===== src/verilog/bdc_pkg.sv =====
/*
  Constants, register map and shared helpers for the branch trace and debug control block.
  Assumes a single core clock and a register port addressed by the documented register numbers.
*/
package bdc_pkg;

  ////////////////////////////////////////////////////////////////////////////////
  // Register numbers.
  localparam logic [31:0] DEBUG_CONTROL_ADDR = 32'h0000_01d9;
  localparam logic [31:0] PERF_GLOBAL_STATUS_ADDR = 32'h0000_038e;
  localparam logic [31:0] GLOBAL_COUNTER_ENABLE_ADDR = 32'h0000_038f;
  localparam logic [31:0] PERF_OVERFLOW_RESET_ADDR = 32'h0000_0390;

  ////////////////////////////////////////////////////////////////////////////////
  // Debug control register fields.
  localparam int HIST_RECORD_BIT = 0;
  localparam int BRANCH_STEP_BIT = 1;
  localparam int TRACE_MESSAGE_BIT = 6;
  localparam int TRACE_STORE_BIT = 7;
  localparam int STORE_INT_EN_BIT = 8;
  localparam int PRIV_SUPPRESS_BIT = 9;
  localparam int USER_SUPPRESS_BIT = 10;
  localparam int HIST_FREEZE_EN_BIT = 11;
  localparam int CTR_FREEZE_EN_BIT = 12;
  localparam logic [63:0] DEBUG_CONTROL_RESET = 64'h0;
  localparam logic [63:0] DEBUG_CONTROL_BASE_MASK = 64'h0000_0000_0000_07c3;
  localparam logic [63:0] DEBUG_CONTROL_FREEZE_MASK = 64'h0000_0000_0000_1800;

  ////////////////////////////////////////////////////////////////////////////////
  // Global status fields and other reset values.
  localparam int NUM_GP = 4;
  localparam int NUM_FIX = 3;
  localparam int FIX_FIELD_W = 4;
  localparam int FIX_PMI_BIT = 3;
  localparam int STAT_GP_LSB = 0;
  localparam int STAT_FIX_LSB = 32;
  localparam int STAT_HIST_FROZEN_BIT = 58;
  localparam int STAT_CTR_FROZEN_BIT = 59;
  localparam int STAT_STORE_BUF_BIT = 61;
  localparam int STAT_SAMPLE_BUF_BIT = 62;
  localparam logic [63:0] GLOBAL_STATUS_RESET = 64'h0;
  localparam logic [63:0] GLOBAL_ENABLE_RESET = 64'h0;
  localparam logic [7:0] LEGACY_MAX_VERSION = 8'h03;
  localparam logic [7:0] FREEZE_MIN_VERSION = 8'h02;

  ////////////////////////////////////////////////////////////////////////////////
  // Trace store buffer geometry.
  localparam int STORE_IDX_W = 6;
  localparam logic [STORE_IDX_W-1:0] STORE_LAST = 6'h3f;
  localparam logic [STORE_IDX_W-1:0] STORE_THRESH = 6'h3c;

  ////////////////////////////////////////////////////////////////////////////////
  // Helpers.
  function automatic logic trace_allowed(input logic [63:0] ctl, input logic [1:0] priv);
    logic blocked;
    blocked = (ctl[PRIV_SUPPRESS_BIT] && priv == 2'h0) ||
              (ctl[USER_SUPPRESS_BIT] && priv != 2'h0);
    return !blocked;
  endfunction : trace_allowed

  function automatic logic is_streamlined(input logic [7:0] ver);
    return ver > LEGACY_MAX_VERSION;
  endfunction : is_streamlined

  function automatic logic freeze_supported(input logic [7:0] ver);
    return ver >= FREEZE_MIN_VERSION;
  endfunction : freeze_supported

endpackage : bdc_pkg

===== src/verilog/bdc_debug_trace.sv =====
/*
  Branch stepping, trace message, history capture, trace store and freeze-on-interrupt control.
  Only one record leaves per cycle, so a branch that meets an interrupt holds EVT_READY low
  for one cycle.
  Assumes the core presents retire and interrupt events only while EVT_READY is high and that
  the history stack, store memory and counters live outside; everything runs on CLK.
*/
module bdc_debug_trace (
  input wire logic CLK,
  input wire logic RESET,
  input wire logic [31:0] REG_ADDR,
  input wire logic REG_WR,
  input wire logic REG_RD,
  input wire logic [63:0] REG_WDATA,
  output logic [63:0] REG_RDATA,
  output logic REG_RVALID,
  output logic REG_FAULT,
  input wire logic [7:0] PERF_MONITOR_VERSION,
  output logic PRIV_TRACE_CAPABLE,
  input wire logic TRAP_FLAG,
  input wire logic [1:0] PRIVILEGE_LEVEL,
  input wire logic RETIRE_VALID,
  input wire logic RETIRE_BRANCH,
  input wire logic RETIRE_TASK_SWITCH,
  input wire logic [63:0] BRANCH_FROM,
  input wire logic [63:0] BRANCH_TO,
  input wire logic EVT_VALID,
  input wire logic [63:0] EVT_FROM,
  input wire logic [63:0] EVT_TO,
  output logic EVT_READY,
  input wire logic DEBUG_EXC_OTHER,
  output logic STEP_EXC,
  output logic BUS_TRACE_MESSAGE_VALID,
  output logic [127:0] BUS_TRACE_MESSAGE_DATA,
  output logic HIST_WR,
  output logic [127:0] HIST_DATA,
  output logic STORE_WR,
  output logic [bdc_pkg::STORE_IDX_W-1:0] STORE_INDEX,
  output logic [127:0] STORE_DATA,
  output logic STORE_INT,
  input wire logic STORE_RESTART,
  input wire logic [bdc_pkg::NUM_GP-1:0] GP_OVF,
  input wire logic [bdc_pkg::NUM_GP-1:0] GP_PMI_EN,
  input wire logic [bdc_pkg::NUM_FIX-1:0] FIX_OVF,
  input wire logic [bdc_pkg::NUM_FIX*bdc_pkg::FIX_FIELD_W-1:0] FIX_CTRL,
  input wire logic SAMPLE_BUF_THRESH,
  output logic PERF_MONITOR_INTERRUPT,
  output logic [63:0] COUNT_ENABLE
);

  ////////////////////////////////////////////////////////////////////////////////
  // State.
  // All state lives in one struct so the register stage is a single assignment.
  typedef struct packed {
    logic [63:0] dbgctl;
    logic [63:0] gstat;
    logic [63:0] gen;
    logic [63:0] rdata;
    logic rvalid;
    logic fault;
    logic step_exc;
    logic perf_monitor_interrupt;
    logic msg_valid;
    logic [127:0] msg_data;
    logic pend;
    logic pend_allow;
    logic [127:0] pend_data;
    logic hist_wr;
    logic [127:0] hist_data;
    logic st_wr;
    logic [bdc_pkg::STORE_IDX_W-1:0] st_idx;
    logic [bdc_pkg::STORE_IDX_W-1:0] st_wr_idx;
    logic [127:0] st_data;
    logic st_full;
    logic st_int;
  } bdc_state_t;

  bdc_state_t s_q;
  bdc_state_t s_d;

  logic [63:0] status_set;
  logic freeze_trigger;
  logic store_thresh_hit;

  ////////////////////////////////////////////////////////////////////////////////
  // Decode helpers.
  // A record carries the target in its upper half and the source in its lower half.
  function automatic logic [127:0] record_of(input logic [63:0] from, input logic [63:0] to);
    return {to, from};
  endfunction : record_of

  // The status register is readable, so only a read of an unlisted number is refused.
  function automatic logic read_refused(input logic [31:0] addr);
    return !(addr inside {bdc_pkg::DEBUG_CONTROL_ADDR, bdc_pkg::PERF_GLOBAL_STATUS_ADDR,
                          bdc_pkg::GLOBAL_COUNTER_ENABLE_ADDR,
                          bdc_pkg::PERF_OVERFLOW_RESET_ADDR});
  endfunction : read_refused

  function automatic logic [63:0] read_value(input logic [31:0] addr, input bdc_state_t s);
    logic [63:0] v;
    case (addr)
      bdc_pkg::DEBUG_CONTROL_ADDR: v = s.dbgctl;
      bdc_pkg::PERF_GLOBAL_STATUS_ADDR: v = s.gstat;
      bdc_pkg::GLOBAL_COUNTER_ENABLE_ADDR: v = s.gen;
      // The overflow reset register is write-only and reads as zero, as do refused numbers.
      default: v = 64'h0;
    endcase
    return v;
  endfunction : read_value

  ////////////////////////////////////////////////////////////////////////////////
  // Event and record selection.
  logic take_branch;
  logic take_evt;
  logic pair_hit;
  logic rec_valid;
  logic rec_allow;
  logic [127:0] rec_data;
  logic step_hit;
  logic debug_exc;
  logic streamlined;
  logic freeze_ok;
  logic hist_on;
  logic store_on;

  always_comb begin
    take_branch = RETIRE_VALID && RETIRE_BRANCH && !s_q.pend;
    take_evt = EVT_VALID && !s_q.pend;
    // A branch and an interrupt in one cycle need two records, so one waits a cycle.
    pair_hit = take_branch && take_evt;
    streamlined = bdc_pkg::is_streamlined(PERF_MONITOR_VERSION);
    freeze_ok = bdc_pkg::freeze_supported(PERF_MONITOR_VERSION);
    // Task switches are filtered out so a switch never lands in the stepping handler.
    step_hit = s_q.dbgctl[bdc_pkg::BRANCH_STEP_BIT] && TRAP_FLAG && take_branch &&
               !RETIRE_TASK_SWITCH;
    debug_exc = step_hit || DEBUG_EXC_OTHER;
    // A held second record goes out before any new event is accepted.
    if (s_q.pend) begin
      rec_valid = 1'b1;
      rec_allow = s_q.pend_allow;
      rec_data = s_q.pend_data;
    end else begin
      rec_valid = take_branch || take_evt;
      rec_allow = bdc_pkg::trace_allowed(s_q.dbgctl, PRIVILEGE_LEVEL);
      rec_data = take_branch ? record_of(BRANCH_FROM, BRANCH_TO) : record_of(EVT_FROM, EVT_TO);
    end
    hist_on = s_q.dbgctl[bdc_pkg::HIST_RECORD_BIT] && !s_q.gstat[bdc_pkg::STAT_HIST_FROZEN_BIT];
    store_on = s_q.dbgctl[bdc_pkg::TRACE_STORE_BIT] && !s_q.st_full;
    store_thresh_hit = store_on && rec_valid && rec_allow &&
                       s_q.dbgctl[bdc_pkg::STORE_INT_EN_BIT] &&
                       s_q.st_idx == bdc_pkg::STORE_THRESH;
  end

  assign EVT_READY = !s_q.pend;

  bdc_freeze_detect u_freeze_detect (
    .gp_ovf(GP_OVF),
    .gp_pmi_en(GP_PMI_EN),
    .fix_ovf(FIX_OVF),
    .fix_ctrl(FIX_CTRL),
    .sample_thresh(SAMPLE_BUF_THRESH),
    .store_thresh(store_thresh_hit),
    .status_set(status_set),
    .trigger(freeze_trigger)
  );

  ////////////////////////////////////////////////////////////////////////////////
  // Next state.
  // Later blocks override earlier ones, which sets the priority: software, then hardware.
  always_comb begin
    logic [63:0] wmask;
    wmask = bdc_pkg::DEBUG_CONTROL_BASE_MASK;
    s_d = s_q;
    s_d.rvalid = 1'b0;
    s_d.fault = 1'b0;
    s_d.step_exc = step_hit;
    s_d.perf_monitor_interrupt = freeze_trigger;
    s_d.msg_valid = 1'b0;
    s_d.hist_wr = 1'b0;
    s_d.st_wr = 1'b0;
    s_d.st_int = 1'b0;

    // Freeze controls exist only on version two or later.
    if (freeze_ok) begin
      wmask = wmask | bdc_pkg::DEBUG_CONTROL_FREEZE_MASK;
    end

    // Register reads return data one cycle later; unmapped numbers fault.
    if (REG_RD) begin
      s_d.rvalid = 1'b1;
      s_d.rdata = read_value(REG_ADDR, s_q);
      s_d.fault = read_refused(REG_ADDR);
    end

    // Register writes; the status register is read-only.
    if (REG_WR) begin
      case (REG_ADDR)
        bdc_pkg::DEBUG_CONTROL_ADDR: s_d.dbgctl = REG_WDATA & wmask;
        bdc_pkg::GLOBAL_COUNTER_ENABLE_ADDR: s_d.gen = REG_WDATA;
        bdc_pkg::PERF_OVERFLOW_RESET_ADDR: s_d.gstat = s_q.gstat & ~REG_WDATA;
        default: s_d.fault = 1'b1;
      endcase
    end

    // New status indications win over an acknowledge in the same cycle.
    s_d.gstat = s_d.gstat | status_set;

    // Freeze handling follows the software write so hardware has the last word.
    if (freeze_trigger && freeze_ok) begin
      if (s_q.dbgctl[bdc_pkg::HIST_FREEZE_EN_BIT]) begin
        if (streamlined) begin
          s_d.gstat[bdc_pkg::STAT_HIST_FROZEN_BIT] = 1'b1;
        end else begin
          s_d.dbgctl[bdc_pkg::HIST_RECORD_BIT] = 1'b0;
        end
      end
      if (s_q.dbgctl[bdc_pkg::CTR_FREEZE_EN_BIT]) begin
        if (streamlined) begin
          s_d.gstat[bdc_pkg::STAT_CTR_FROZEN_BIT] = 1'b1;
        end else begin
          s_d.gen = 64'h0;
        end
      end
    end

    // A debug exception disarms stepping and history capture; stored entries stay.
    if (debug_exc) begin
      s_d.dbgctl[bdc_pkg::BRANCH_STEP_BIT] = 1'b0;
      s_d.dbgctl[bdc_pkg::HIST_RECORD_BIT] = 1'b0;
    end

    // Coincident branch and interrupt: branch record now, interrupt record next cycle.
    s_d.pend = pair_hit;
    if (pair_hit) begin
      s_d.pend_data = record_of(EVT_FROM, EVT_TO);
      s_d.pend_allow = bdc_pkg::trace_allowed(s_q.dbgctl, PRIVILEGE_LEVEL);
    end

    // History, bus message and store act on the same record side by side.
    if (rec_valid) begin
      // History keeps recording while messages flow; older variants forbid the pair, so
      // software owns that rule and the history contents are then its own concern.
      if (hist_on) begin
        s_d.hist_wr = 1'b1;
        s_d.hist_data = rec_data;
      end
      if (s_q.dbgctl[bdc_pkg::TRACE_MESSAGE_BIT] && rec_allow) begin
        s_d.msg_valid = 1'b1;
        s_d.msg_data = rec_data;
      end
      if (store_on && rec_allow) begin
        s_d.st_wr = 1'b1;
        s_d.st_wr_idx = s_q.st_idx;
        s_d.st_data = rec_data;
        if (s_q.st_idx == bdc_pkg::STORE_LAST) begin
          s_d.st_idx = '0;
          // Interrupt mode holds the buffer once full so no record is overwritten.
          s_d.st_full = s_q.dbgctl[bdc_pkg::STORE_INT_EN_BIT];
        end else begin
          s_d.st_idx = s_q.st_idx + 1'b1;
        end
        if (store_thresh_hit) begin
          s_d.st_int = 1'b1;
        end
      end
    end

    // A restart overrides a record that fills the buffer in the same cycle.
    if (STORE_RESTART) begin
      s_d.st_idx = '0;
      s_d.st_full = 1'b0;
    end
  end

  ////////////////////////////////////////////////////////////////////////////////
  // State register.
  always_ff @(posedge CLK) begin
    if (RESET) begin
      s_q <= '0;
      s_q.dbgctl <= bdc_pkg::DEBUG_CONTROL_RESET;
      s_q.gstat <= bdc_pkg::GLOBAL_STATUS_RESET;
      s_q.gen <= bdc_pkg::GLOBAL_ENABLE_RESET;
    end else begin
      s_q <= s_d;
    end
  end

  ////////////////////////////////////////////////////////////////////////////////
  // Outputs.
  // Most outputs come straight from a flip-flop; EVT_READY and COUNT_ENABLE are combinational and PRIV_TRACE_CAPABLE is tied high.
  assign REG_RDATA = s_q.rdata;
  assign REG_RVALID = s_q.rvalid;
  assign REG_FAULT = s_q.fault;
  assign PRIV_TRACE_CAPABLE = 1'b1;
  assign STEP_EXC = s_q.step_exc;
  assign BUS_TRACE_MESSAGE_VALID = s_q.msg_valid;
  assign BUS_TRACE_MESSAGE_DATA = s_q.msg_data;
  assign HIST_WR = s_q.hist_wr;
  assign HIST_DATA = s_q.hist_data;
  assign STORE_WR = s_q.st_wr;
  assign STORE_INDEX = s_q.st_wr_idx;
  assign STORE_DATA = s_q.st_data;
  assign STORE_INT = s_q.st_int;
  assign PERF_MONITOR_INTERRUPT = s_q.perf_monitor_interrupt;
  // Streamlined counter freeze gates counting without touching the enable register.
  assign COUNT_ENABLE = s_q.gstat[bdc_pkg::STAT_CTR_FROZEN_BIT] ? 64'h0 : s_q.gen;

endmodule : bdc_debug_trace


===== src/verilog/bdc_freeze_detect.sv =====
/*
  Combinational overflow and freeze-trigger decode for the performance status.
  Assumes overflow and threshold inputs are single-cycle events from the counters and buffers.
*/
module bdc_freeze_detect (
  input wire logic [bdc_pkg::NUM_GP-1:0] gp_ovf,
  input wire logic [bdc_pkg::NUM_GP-1:0] gp_pmi_en,
  input wire logic [bdc_pkg::NUM_FIX-1:0] fix_ovf,
  input wire logic [bdc_pkg::NUM_FIX*bdc_pkg::FIX_FIELD_W-1:0] fix_ctrl,
  input wire logic sample_thresh,
  input wire logic store_thresh,
  output logic [63:0] status_set,
  output logic trigger
);

  ////////////////////////////////////////////////////////////////////////////////
  // Every overflow is logged in status; only interrupt-enabled ones fire a freeze.
  always_comb begin
    status_set = 64'h0;
    trigger = sample_thresh || store_thresh;
    for (int i = 0; i < bdc_pkg::NUM_GP; i++) begin
      status_set[bdc_pkg::STAT_GP_LSB + i] = gp_ovf[i];
      if (gp_ovf[i] && gp_pmi_en[i]) begin
        trigger = 1'b1;
      end
    end
    for (int j = 0; j < bdc_pkg::NUM_FIX; j++) begin
      status_set[bdc_pkg::STAT_FIX_LSB + j] = fix_ovf[j];
      if (fix_ovf[j] && fix_ctrl[j*bdc_pkg::FIX_FIELD_W + bdc_pkg::FIX_PMI_BIT]) begin
        trigger = 1'b1;
      end
    end
    status_set[bdc_pkg::STAT_SAMPLE_BUF_BIT] = sample_thresh;
    status_set[bdc_pkg::STAT_STORE_BUF_BIT] = store_thresh;
  end

endmodule : bdc_freeze_detect


===== config.mk =====
export PLATFORM = sky130hd
export DESIGN_NAME = bdc_debug_trace
export DESIGN_NICKNAME = d
export VERILOG_FILES = /design/src/verilog/bdc_pkg.sv /design/src/verilog/bdc_debug_trace.sv /design/src/verilog/bdc_freeze_detect.sv
export SDC_FILE = /design/constraint.sdc
export NUM_CORES = 1
export LEC_CHECK = 0
export BUFFER_PORTS_ARGS = -buffer_cell sky130_fd_sc_hd__buf_2
export CORE_AREA = 2 2 355 357
export CTS_CLUSTER_SIZE = 16
export DETAILED_ROUTE_END_ITERATION = 16
export DIE_AREA = 0 0 357 359
export PLACE_DENSITY_LB_ADDON = 0.3
export SLEW_MARGIN = 20
export SYNTH_ARGS = -nofsm -noshare
export SYNTH_HDL_FRONTEND = slang
export SYNTH_SLANG_ARGS = --single-unit

===== constraint.sdc =====
create_clock -name CLK -period 5.24 [get_ports CLK]
set_clock_uncertainty 0.05 [all_clocks]
set_input_delay 1.048 -clock CLK [delete_from_list [all_inputs] [get_ports CLK]]
set_output_delay 1.048 -clock CLK [all_outputs]
set_load 0.03 [all_outputs]

==> key figures, run 1 <==
Place
  • Dpl hpwl: ~84000 µm
  • PortBufs: 913
  • Placement Setup Slack: 1.40 ns
  • Number of placed cells counting well taps: 6063
  • RD Place Congestion: around 0.93
  • DP Area: between 0.03 and 0.04 mm²

Worst setup path
  • R2R Setup Slk: between 2 and 2.5 ns
  • Crit-path cells: nor2b_1 -> buf_2
  • Worst path arrival time: 2.21 ns
  • Required @ worst endpoint: between 4 and 5 ns
  • Max FO, Critical Path: 66
  • CP max stage delay: roughly 0.93 ns
  • Crit-path slowest cell: dfxtp_4
  • CP startpoint kind: flop
  • Crit path kind: flop to output pin
  • CP top delay family: flip-flops
  • Critical path buffers and inverters: 1
  • Critical Path End Type: output pin

Logic synthesis
  • Synth Area in Compound Gates: ~13%
  • FFs w/ async S/R, synth: 0%
  • Ys Warns: 0
  • Simple-Gate Fraction of Synth Area: between 20% and 30%
  • Ys flop type: dfxtp_1
  • Post-synthesis xor/xnor area fraction: 0.134%
  • Synth top area share: around 45%
  • Synth top area cells: dfxtp_1 (45%), nand2_1 (17%), buf_4 (10%), a21oi_1 (9.7%), mux2i_1 (4.4%)
  • Post-synthesis register bit count: 736
  • Mapped Cells: about 4200
  • Largest family of logic cells by synthesized area: simple AND/OR/NAND/NOR gates
  • Largest area contributor in the netlist: dfxtp_1
  • Post-Syn Nets: 4588
  • Unique masters post-synth: 56
  • Seq/Total Area, Yosys: a little under half
  • Post-Syn Area: 0.0327 mm²
  • Avg Synthesized Cell Area: slightly below 8 µm²
  • Multiplexer share of the synthesized area: under 10%
  • Post-Synth Adder-Cell Area: less than 1%
  • Number of synthesized flops with an enable pin: 0

Routing
  • Number of vias per cell: ~4.6
  • Initial DRC Count: 2222
  • Routed Antenna Nets: 0
  • Final wirelength: between 100000 and 150000 µm
  • DRT Pass-1 Iters: 5
  • Post-DR wirelength/cell: 19.8 µm
  • Drt drc: 0
  • Total number of vias: 28500

Timing
  • Fin crit share: 63.1%
  • Max-slew violation count: 0
  • Hold Violations, Final: 0
  • Final setup margin: approximately 1.9 ns
  • Least-Margin Pin Slew: between 1 and 1.5 ns
  • Final min period: around 3.3 ns
  • Max frequency: between 0.3 and 0.4 GHz
  • Relative slew slack: between 20% and 30%
  • RSZ-0062 raised after global routing: false
  • Final Setup Violations: 0
  • Final TNS setup: 0 ns

Floorplan
  • Die width: between 300 and 400 µm
  • # IOs: roughly 900
  • Die height: roughly 360 µm
  • Die footprint: 0.128 mm²
  • Starting density of the core: about a quarter
  • CORE AREA: roughly 0.12 mm²
  • FP Rows: 130

Cells and area
  • Post-Layout Cell Count: around 6200
  • Final #Nets: ~5000
  • P&R area growth vs syn: 17.3%
  • Final instance area: about 0.038 mm²
  • Share of cells above drive strength 1: approximately a quarter
  • Final core utilization: a little under a third

Status
  • Status: finished, final reports clean

Clocking
  • Max clock buf depth: 3
  • Latest clock arrival within the worst-skew pair: roughly 0.70 ns
  • CTS tree: built
  • CTS resizes: 0
  • Clk slew on worst S/H paths: about 0.060 ns
  • Cts bufs inserted: between 80 and 90
  • CTS Root Cell: clkbuf_16
  • Hold Buf Count CTS: 0
  • H-tree lvl count: 3
  • Setup Fix Bufs, Post-CTS: 0
  • CTS Sinks: 736

GRT
  • Vias in the first global route: around 26000
  • First-pass GRT wire length: 178000 µm
  • Overflow after GRT: 0
  • Pin count of the biggest net entering global routing: between 200 and 250
  • Initial antenna violation count: 26
  • GRT Overall Usage: between 10% and 20%

Min path
  • Hold WC Path Type: flop to flop

Flow run
  • Max-cap violations: 0

Power and ir drop
  • Worst VDD drop: 0.227 mV
  • Pwr dens: ~330 mW/mm²
  • Leakage: 15.5 nW
==> layer usage <==
layer / track usage, % / vias to the layer above / share of wire, %
met5: 0 / - / 0.046
met4: 8.14 / 10 / 3.6
met3: 4.82 / 189 / 8.2
met2: 29.1 / 1008 / 46
met1: 23.4 / 13500 / 42
li1: - / 13800 / -
==> cells in the final DEF, fill, tap and decap left out, types with 26 or more instances in the layout <==
cell type,count
o21ai_0,128
nor2_1,31
nor2b_1,65
mux2i_1,145
a21oi_1,637
mux2_2,54
buf_4,38
buf_2,912
and3_1,58
dfxtp_1,734
nand2_1,1468
clkbuf_16,90
clkbuf_8,26
==> per-stage QoR <==
stage	hold WS (ns)	total power (W)
2_1_floorplan	0.387	0.00612
3_3_place_gp	0.389	0.00647
3_5_place_dp	0.394	0.00647
4_1_cts	0.401	0.0128
5_1_grt	0.414	0.0131
6_report	0.399	0.0126
==> flip-flops by register name (all words and copies together) (netlist names), 6 cells and up <==
register	flops
REG_RDATA	64
STORE_DATA	128
BUS_TRACE_MESSAGE_DATA	128
HIST_DATA	128
STORE_INDEX	6
s_q	274
==> cell families after synthesis <==
family	count (synthesis)
other	1
XOR/XNOR	5
AND/OR/NAND/NOR	1679
flip-flops	736
AO/OA/AOI/OAI	810
multiplexers	199
adder cells (fa/ha/maj)	2
buffers and inverters	757
==> area by class of cell <==
cell class                 instances  area (µm²)
antenna                           21        52.6
clock buffer                     136        2690
tap                             1650        2060
multi-input combinational       2696       13300
clock inverter                    27         305
inverter                          16        60.1
sequential                       736       14700
timing repair buffer             965        5140
fill                           13700       86200
==> synthesized netlist by cell type (all sizes together) (2+ instances only) <==
cell type,number
a221o,9
a211oi,2
a311oi,9
nand4,3
nand2,1470
buf,537
clkbuf,204
xor2,2
nor2,31
and3,59
o21a,2
and2,8
xnor2,3
a32o,2
dfxtp,736
nand3,10
mux2,54
or3,3
a21oi,644
nor4,9
and4,2
mux2i,145
o211ai,3
inv,16
o21ai,129
a22oi,3
nor3,10
nor2b,65
ha,2
nor4b,2
==> where the power goes <==
part,internal [W],leakage [nW],total [W],switching (W)
logic,0.000234,8.13,0.000698,0.000463
clock network,0.00366,1.46,0.00628,0.00262
registers,0.00563,5.94,0.00566,0.0000219
==> worst reg2reg max path: cells and delay by family, from the launching register on <==
kind,cells,cell delay (ns)
AOI/OAI and AO/OA,3,1.69
buffers and inverters,2,0.69
DFF,1,0.57
and+or+nand+nor,1,0.04
==> path summary, 6_finish.rpt <==
path / startpoint / to / depth (start not counted)
worst max-delay path: s_q[722]$_SDFF_PP0_ / COUNT_ENABLE[30] / 2
worst min-delay path: BUS_TRACE_MESSAGE_DATA[52]$_SDFFE_PP0P_ / BUS_TRACE_MESSAGE_DATA[52]$_SDFFE_PP0P_ / 2
worst max register to register: s_q[401]$_SDFF_PP0_ / s_q[625]$_SDFF_PP0_ / 6
worst min register to register: BUS_TRACE_MESSAGE_DATA[52]$_SDFFE_PP0P_ / BUS_TRACE_MESSAGE_DATA[52]$_SDFFE_PP0P_ / 2
No activity file was read; power rests on OpenSTA's default activity.
==> run 2, diff against run 1 <==
Settings changed: ABC_AREA set to 1, CORE_AREA 2 2 355 357 to 2 2 359 361, DIE_AREA 0 0 357 359 to 0 0 361 363.
Clock period 5.24 ns to 2.65 ns, I/O delays scaled along.
==> run 2 against run 1 <==
  * Worst hold slack got worse by 0.34 ns
  * Count of clock-buffer cells in the layout decreased by 7
  * Sequential share of layout area decreased by 1.8 points
==> key figures, run 2 <==
Status
  • Status: finished, final reports clean

Timing
  • Final TNS setup: 0 ns
  • RSZ-0062 raised after global routing: false
  • Max frequency: about 0.4 GHz
  • Final Setup Violations: 0
  • Hold Violations, Final: 0
  • Relative slew slack: 30.3%
  • Max-slew violation count: 0
  • Fin crit share: around 94%
  • Final min period: approximately 2.5 ns
  • Least-Margin Pin Slew: 1.05 ns

Clocking
  • H-tree lvl count: 3
  • CTS resizes: 0
  • CTS tree: built
  • CTS Root Cell: clkbuf_16
  • Clk slew on worst S/H paths: 0.06 ns
  • Cts bufs inserted: 88
  • CTS Sinks: between 700 and 800
  • Max clock buf depth: 3
  • Latest clock arrival within the worst-skew pair: around 0.68 ns

Logic synthesis
  • Post-Syn Area: approximately 0.034 mm²
  • Number of synthesized flops with an enable pin: 0
  • Ys flop type: dfxtp_1
  • FFs w/ async S/R, synth: 0%
  • Ys Warns: 0
  • Unique masters post-synth: 34
  • Synth top area share: between 40 and 50%
  • Largest area contributor in the netlist: dfxtp_1
  • Mapped Cells: between 4000 and 5000
  • Synth top area cells: dfxtp_1 (44%), buf_4 (10%), nand2_1 (8.3%), a21oi_1 (8.1%), nor2_1 (6.6%)
  • Seq/Total Area, Yosys: 43.8%
  • Synth top cells by count: nand2_1 (743), dfxtp_1 (736), nor2_1 (589)
  • Most common cell in the netlist: nand2_1
  • Avg Synthesized Cell Area: between 7 and 8 µm²
  • Post-synthesis register bit count: about 740
  • Post-Syn Nets: 5099

Routing
  • Drt drc: 0
  • Total number of vias: about 32000
  • Number of vias per cell: approximately 4.7
  • Initial DRC Count: 2581
  • Post-DR wirelength/cell: ~20 µm
  • DRT Pass-1 Iters: 6
  • Final wirelength: ~140000 µm
  • Routed Antenna Nets: 0

Cells and area
  • Commonest non-fill, non-tap cells in the layout: buf_2 (910), nand2_1 (741), dfxtp_1 (734)
  • Share of cells above drive strength 1: ~24%
  • P&R area growth vs syn: 19.6%
  • Commonest non-fill, non-tap cell in the layout: buf_2
  • Final instance area: 0.0402 mm²
  • Most flops, register: s_q
  • Final #Nets: approximately 5500
  • Final core utilization: between 30% and 40%
  • Largest register FFs: approximately 270

Min path
  • Hold WC Path Type: input pin to flop

Worst setup path
  • Max FO, Critical Path: 44
  • Critical path buffers and inverters: 2
  • CP max stage delay: ~0.54 ns
  • Crit path kind: flop to output pin
  • CP top delay family: flip-flops
  • Required @ worst endpoint: about 2.1 ns
  • Worst path arrival time: 1.91 ns
  • Crit-path cells: buf_12 -> nor2_1 -> buf_2
  • Crit-path slowest cell: dfxtp_2
  • CP startpoint kind: flop
  • Critical Path End Type: output pin

GRT
  • GRT Overall Usage: 20.1%
  • First-pass GRT wire length: roughly 200000 µm
  • Pin count of the biggest net entering global routing: roughly 130
  • Overflow after GRT: 0
  • Initial antenna violation count: 46
  • Vias in the first global route: about 30000

Place
  • PortBufs: around 910
  • Dpl hpwl: 98000 µm
  • DP Area: roughly 0.037 mm²
  • RD Place Congestion: approximately 0.84

Flow run
  • Max-cap violations: 0

Floorplan
  • FP Rows: 131
  • CORE AREA: around 0.13 mm²
  • Starting density of the core: 26.5%
  • Die width: 361 µm
  • Die footprint: about 0.13 mm²
  • # IOs: between 900 and 1000
  • Die height: around 360 µm

Power and ir drop
  • Worst VDD drop: 0.424 mV
  • Leakage: ~19 nW
  • Pwr dens: 627 mW/mm²
-- run 2: cell types whose count changed in the layout (fill, tap and decap cells not counted), moves of 75 or more --
cell / before / now
nor2_1: 31 / 585
o21ai_0: 128 / 293
a21oi_1: 637 / 542
mux2i_1: 145 / 0
o22ai_1: 0 / 96
buf_4: 38 / 113
nand2_1: 1468 / 741
nand3_1: 8 / 428
inv_1: 15 / 361
-- run 2: path summary, 6_finish.rpt --
check / depth (start not counted) / endpoint / from / slack (ns)
worst max-delay path: 3 / COUNT_ENABLE[6] / s_q[722]$_SDFF_PP0_ / 0.16
worst min-delay path: 3 / s_q[663]$_SDFF_PP0_ / GP_OVF[0] / 0.06
worst max register to register: 12 / s_q[645]$_SDFF_PP0_ / s_q[136]$_SDFFE_PP0P_ / 0.30
worst min register to register: 2 / BUS_TRACE_MESSAGE_DATA[26]$_SDFFE_PP0P_ / BUS_TRACE_MESSAGE_DATA[26]$_SDFFE_PP0P_ / 0.39
-- run 2: routing by layer --
metal	routed length [µm]	global-route usage [%]	up-vias
li1	-	-	15500
met2	65600	33.8	1262
met4	4080	6.61	50
met1	57200	24.8	15100
met3	10800	5.49	238
met5	315	0	-
-- run 2: worst min-delay path: stages --
cell,delay (ns)
buf_2,0.11
a21oi_1,0.04
nor2_1,0.07
-- run 2: timing repair --
action | in CTS | in global routing
hold buffers | 4 | 0
endpoints found under the hold margin | 4 | 0
buffers inserted | 0 | 0
-- run 2: power breakdown --
group | switching [W] | total (W) | internal [W]
combinational | 0.00128 | 0.00188 | 0.000595
sequential | 0.0000391 | 0.0112 | 0.0111
clock | 0.00508 | 0.0122 | 0.00707
-- run 2: logic make-up (layout without fill, tap and decap cells) --
logic type / Yosys count / after routing / synth area share, %
adders and majority gates: 2 / 2 / 0.0744
and+or+nand+nor: 1856 / 1856 / 23.0
AOI/OAI and AO/OA: 939 / 939 / 14.4
other: 1 / 20 / 0.0111
buffers and inverters: 1164 / 1597 / 18.6
xor gates and xnor gates: 2 / 2 / 0.0521
DFF: 736 / 736 / 43.8
-- run 2: cell type report --
type,instances,area (µm²)
flip-flops and latches,736,14700
fillers,14000,86800
clock inverters,23,262
well taps,1662,2080
diodes,19,47.5
multi-input cells,2800,12700
repair buffers,1074,6370
clock buffers,129,2590
inverters,371,1410
-- run 2: metrics by stage --
stage	total power (W)	hold slack (ns)	std cells	worst slack, ns
floorplan	0.0122	0.374	4700	0.725
global placement	0.0133	0.379	6639	0.0614
detailed placement	0.0133	0.382	6639	0.0487
CTS	0.0255	0.000139	6795	0.116
global route	0.0261	0.0207	6807	0.0818
finish	0.0252	0.0637	6814	0.165
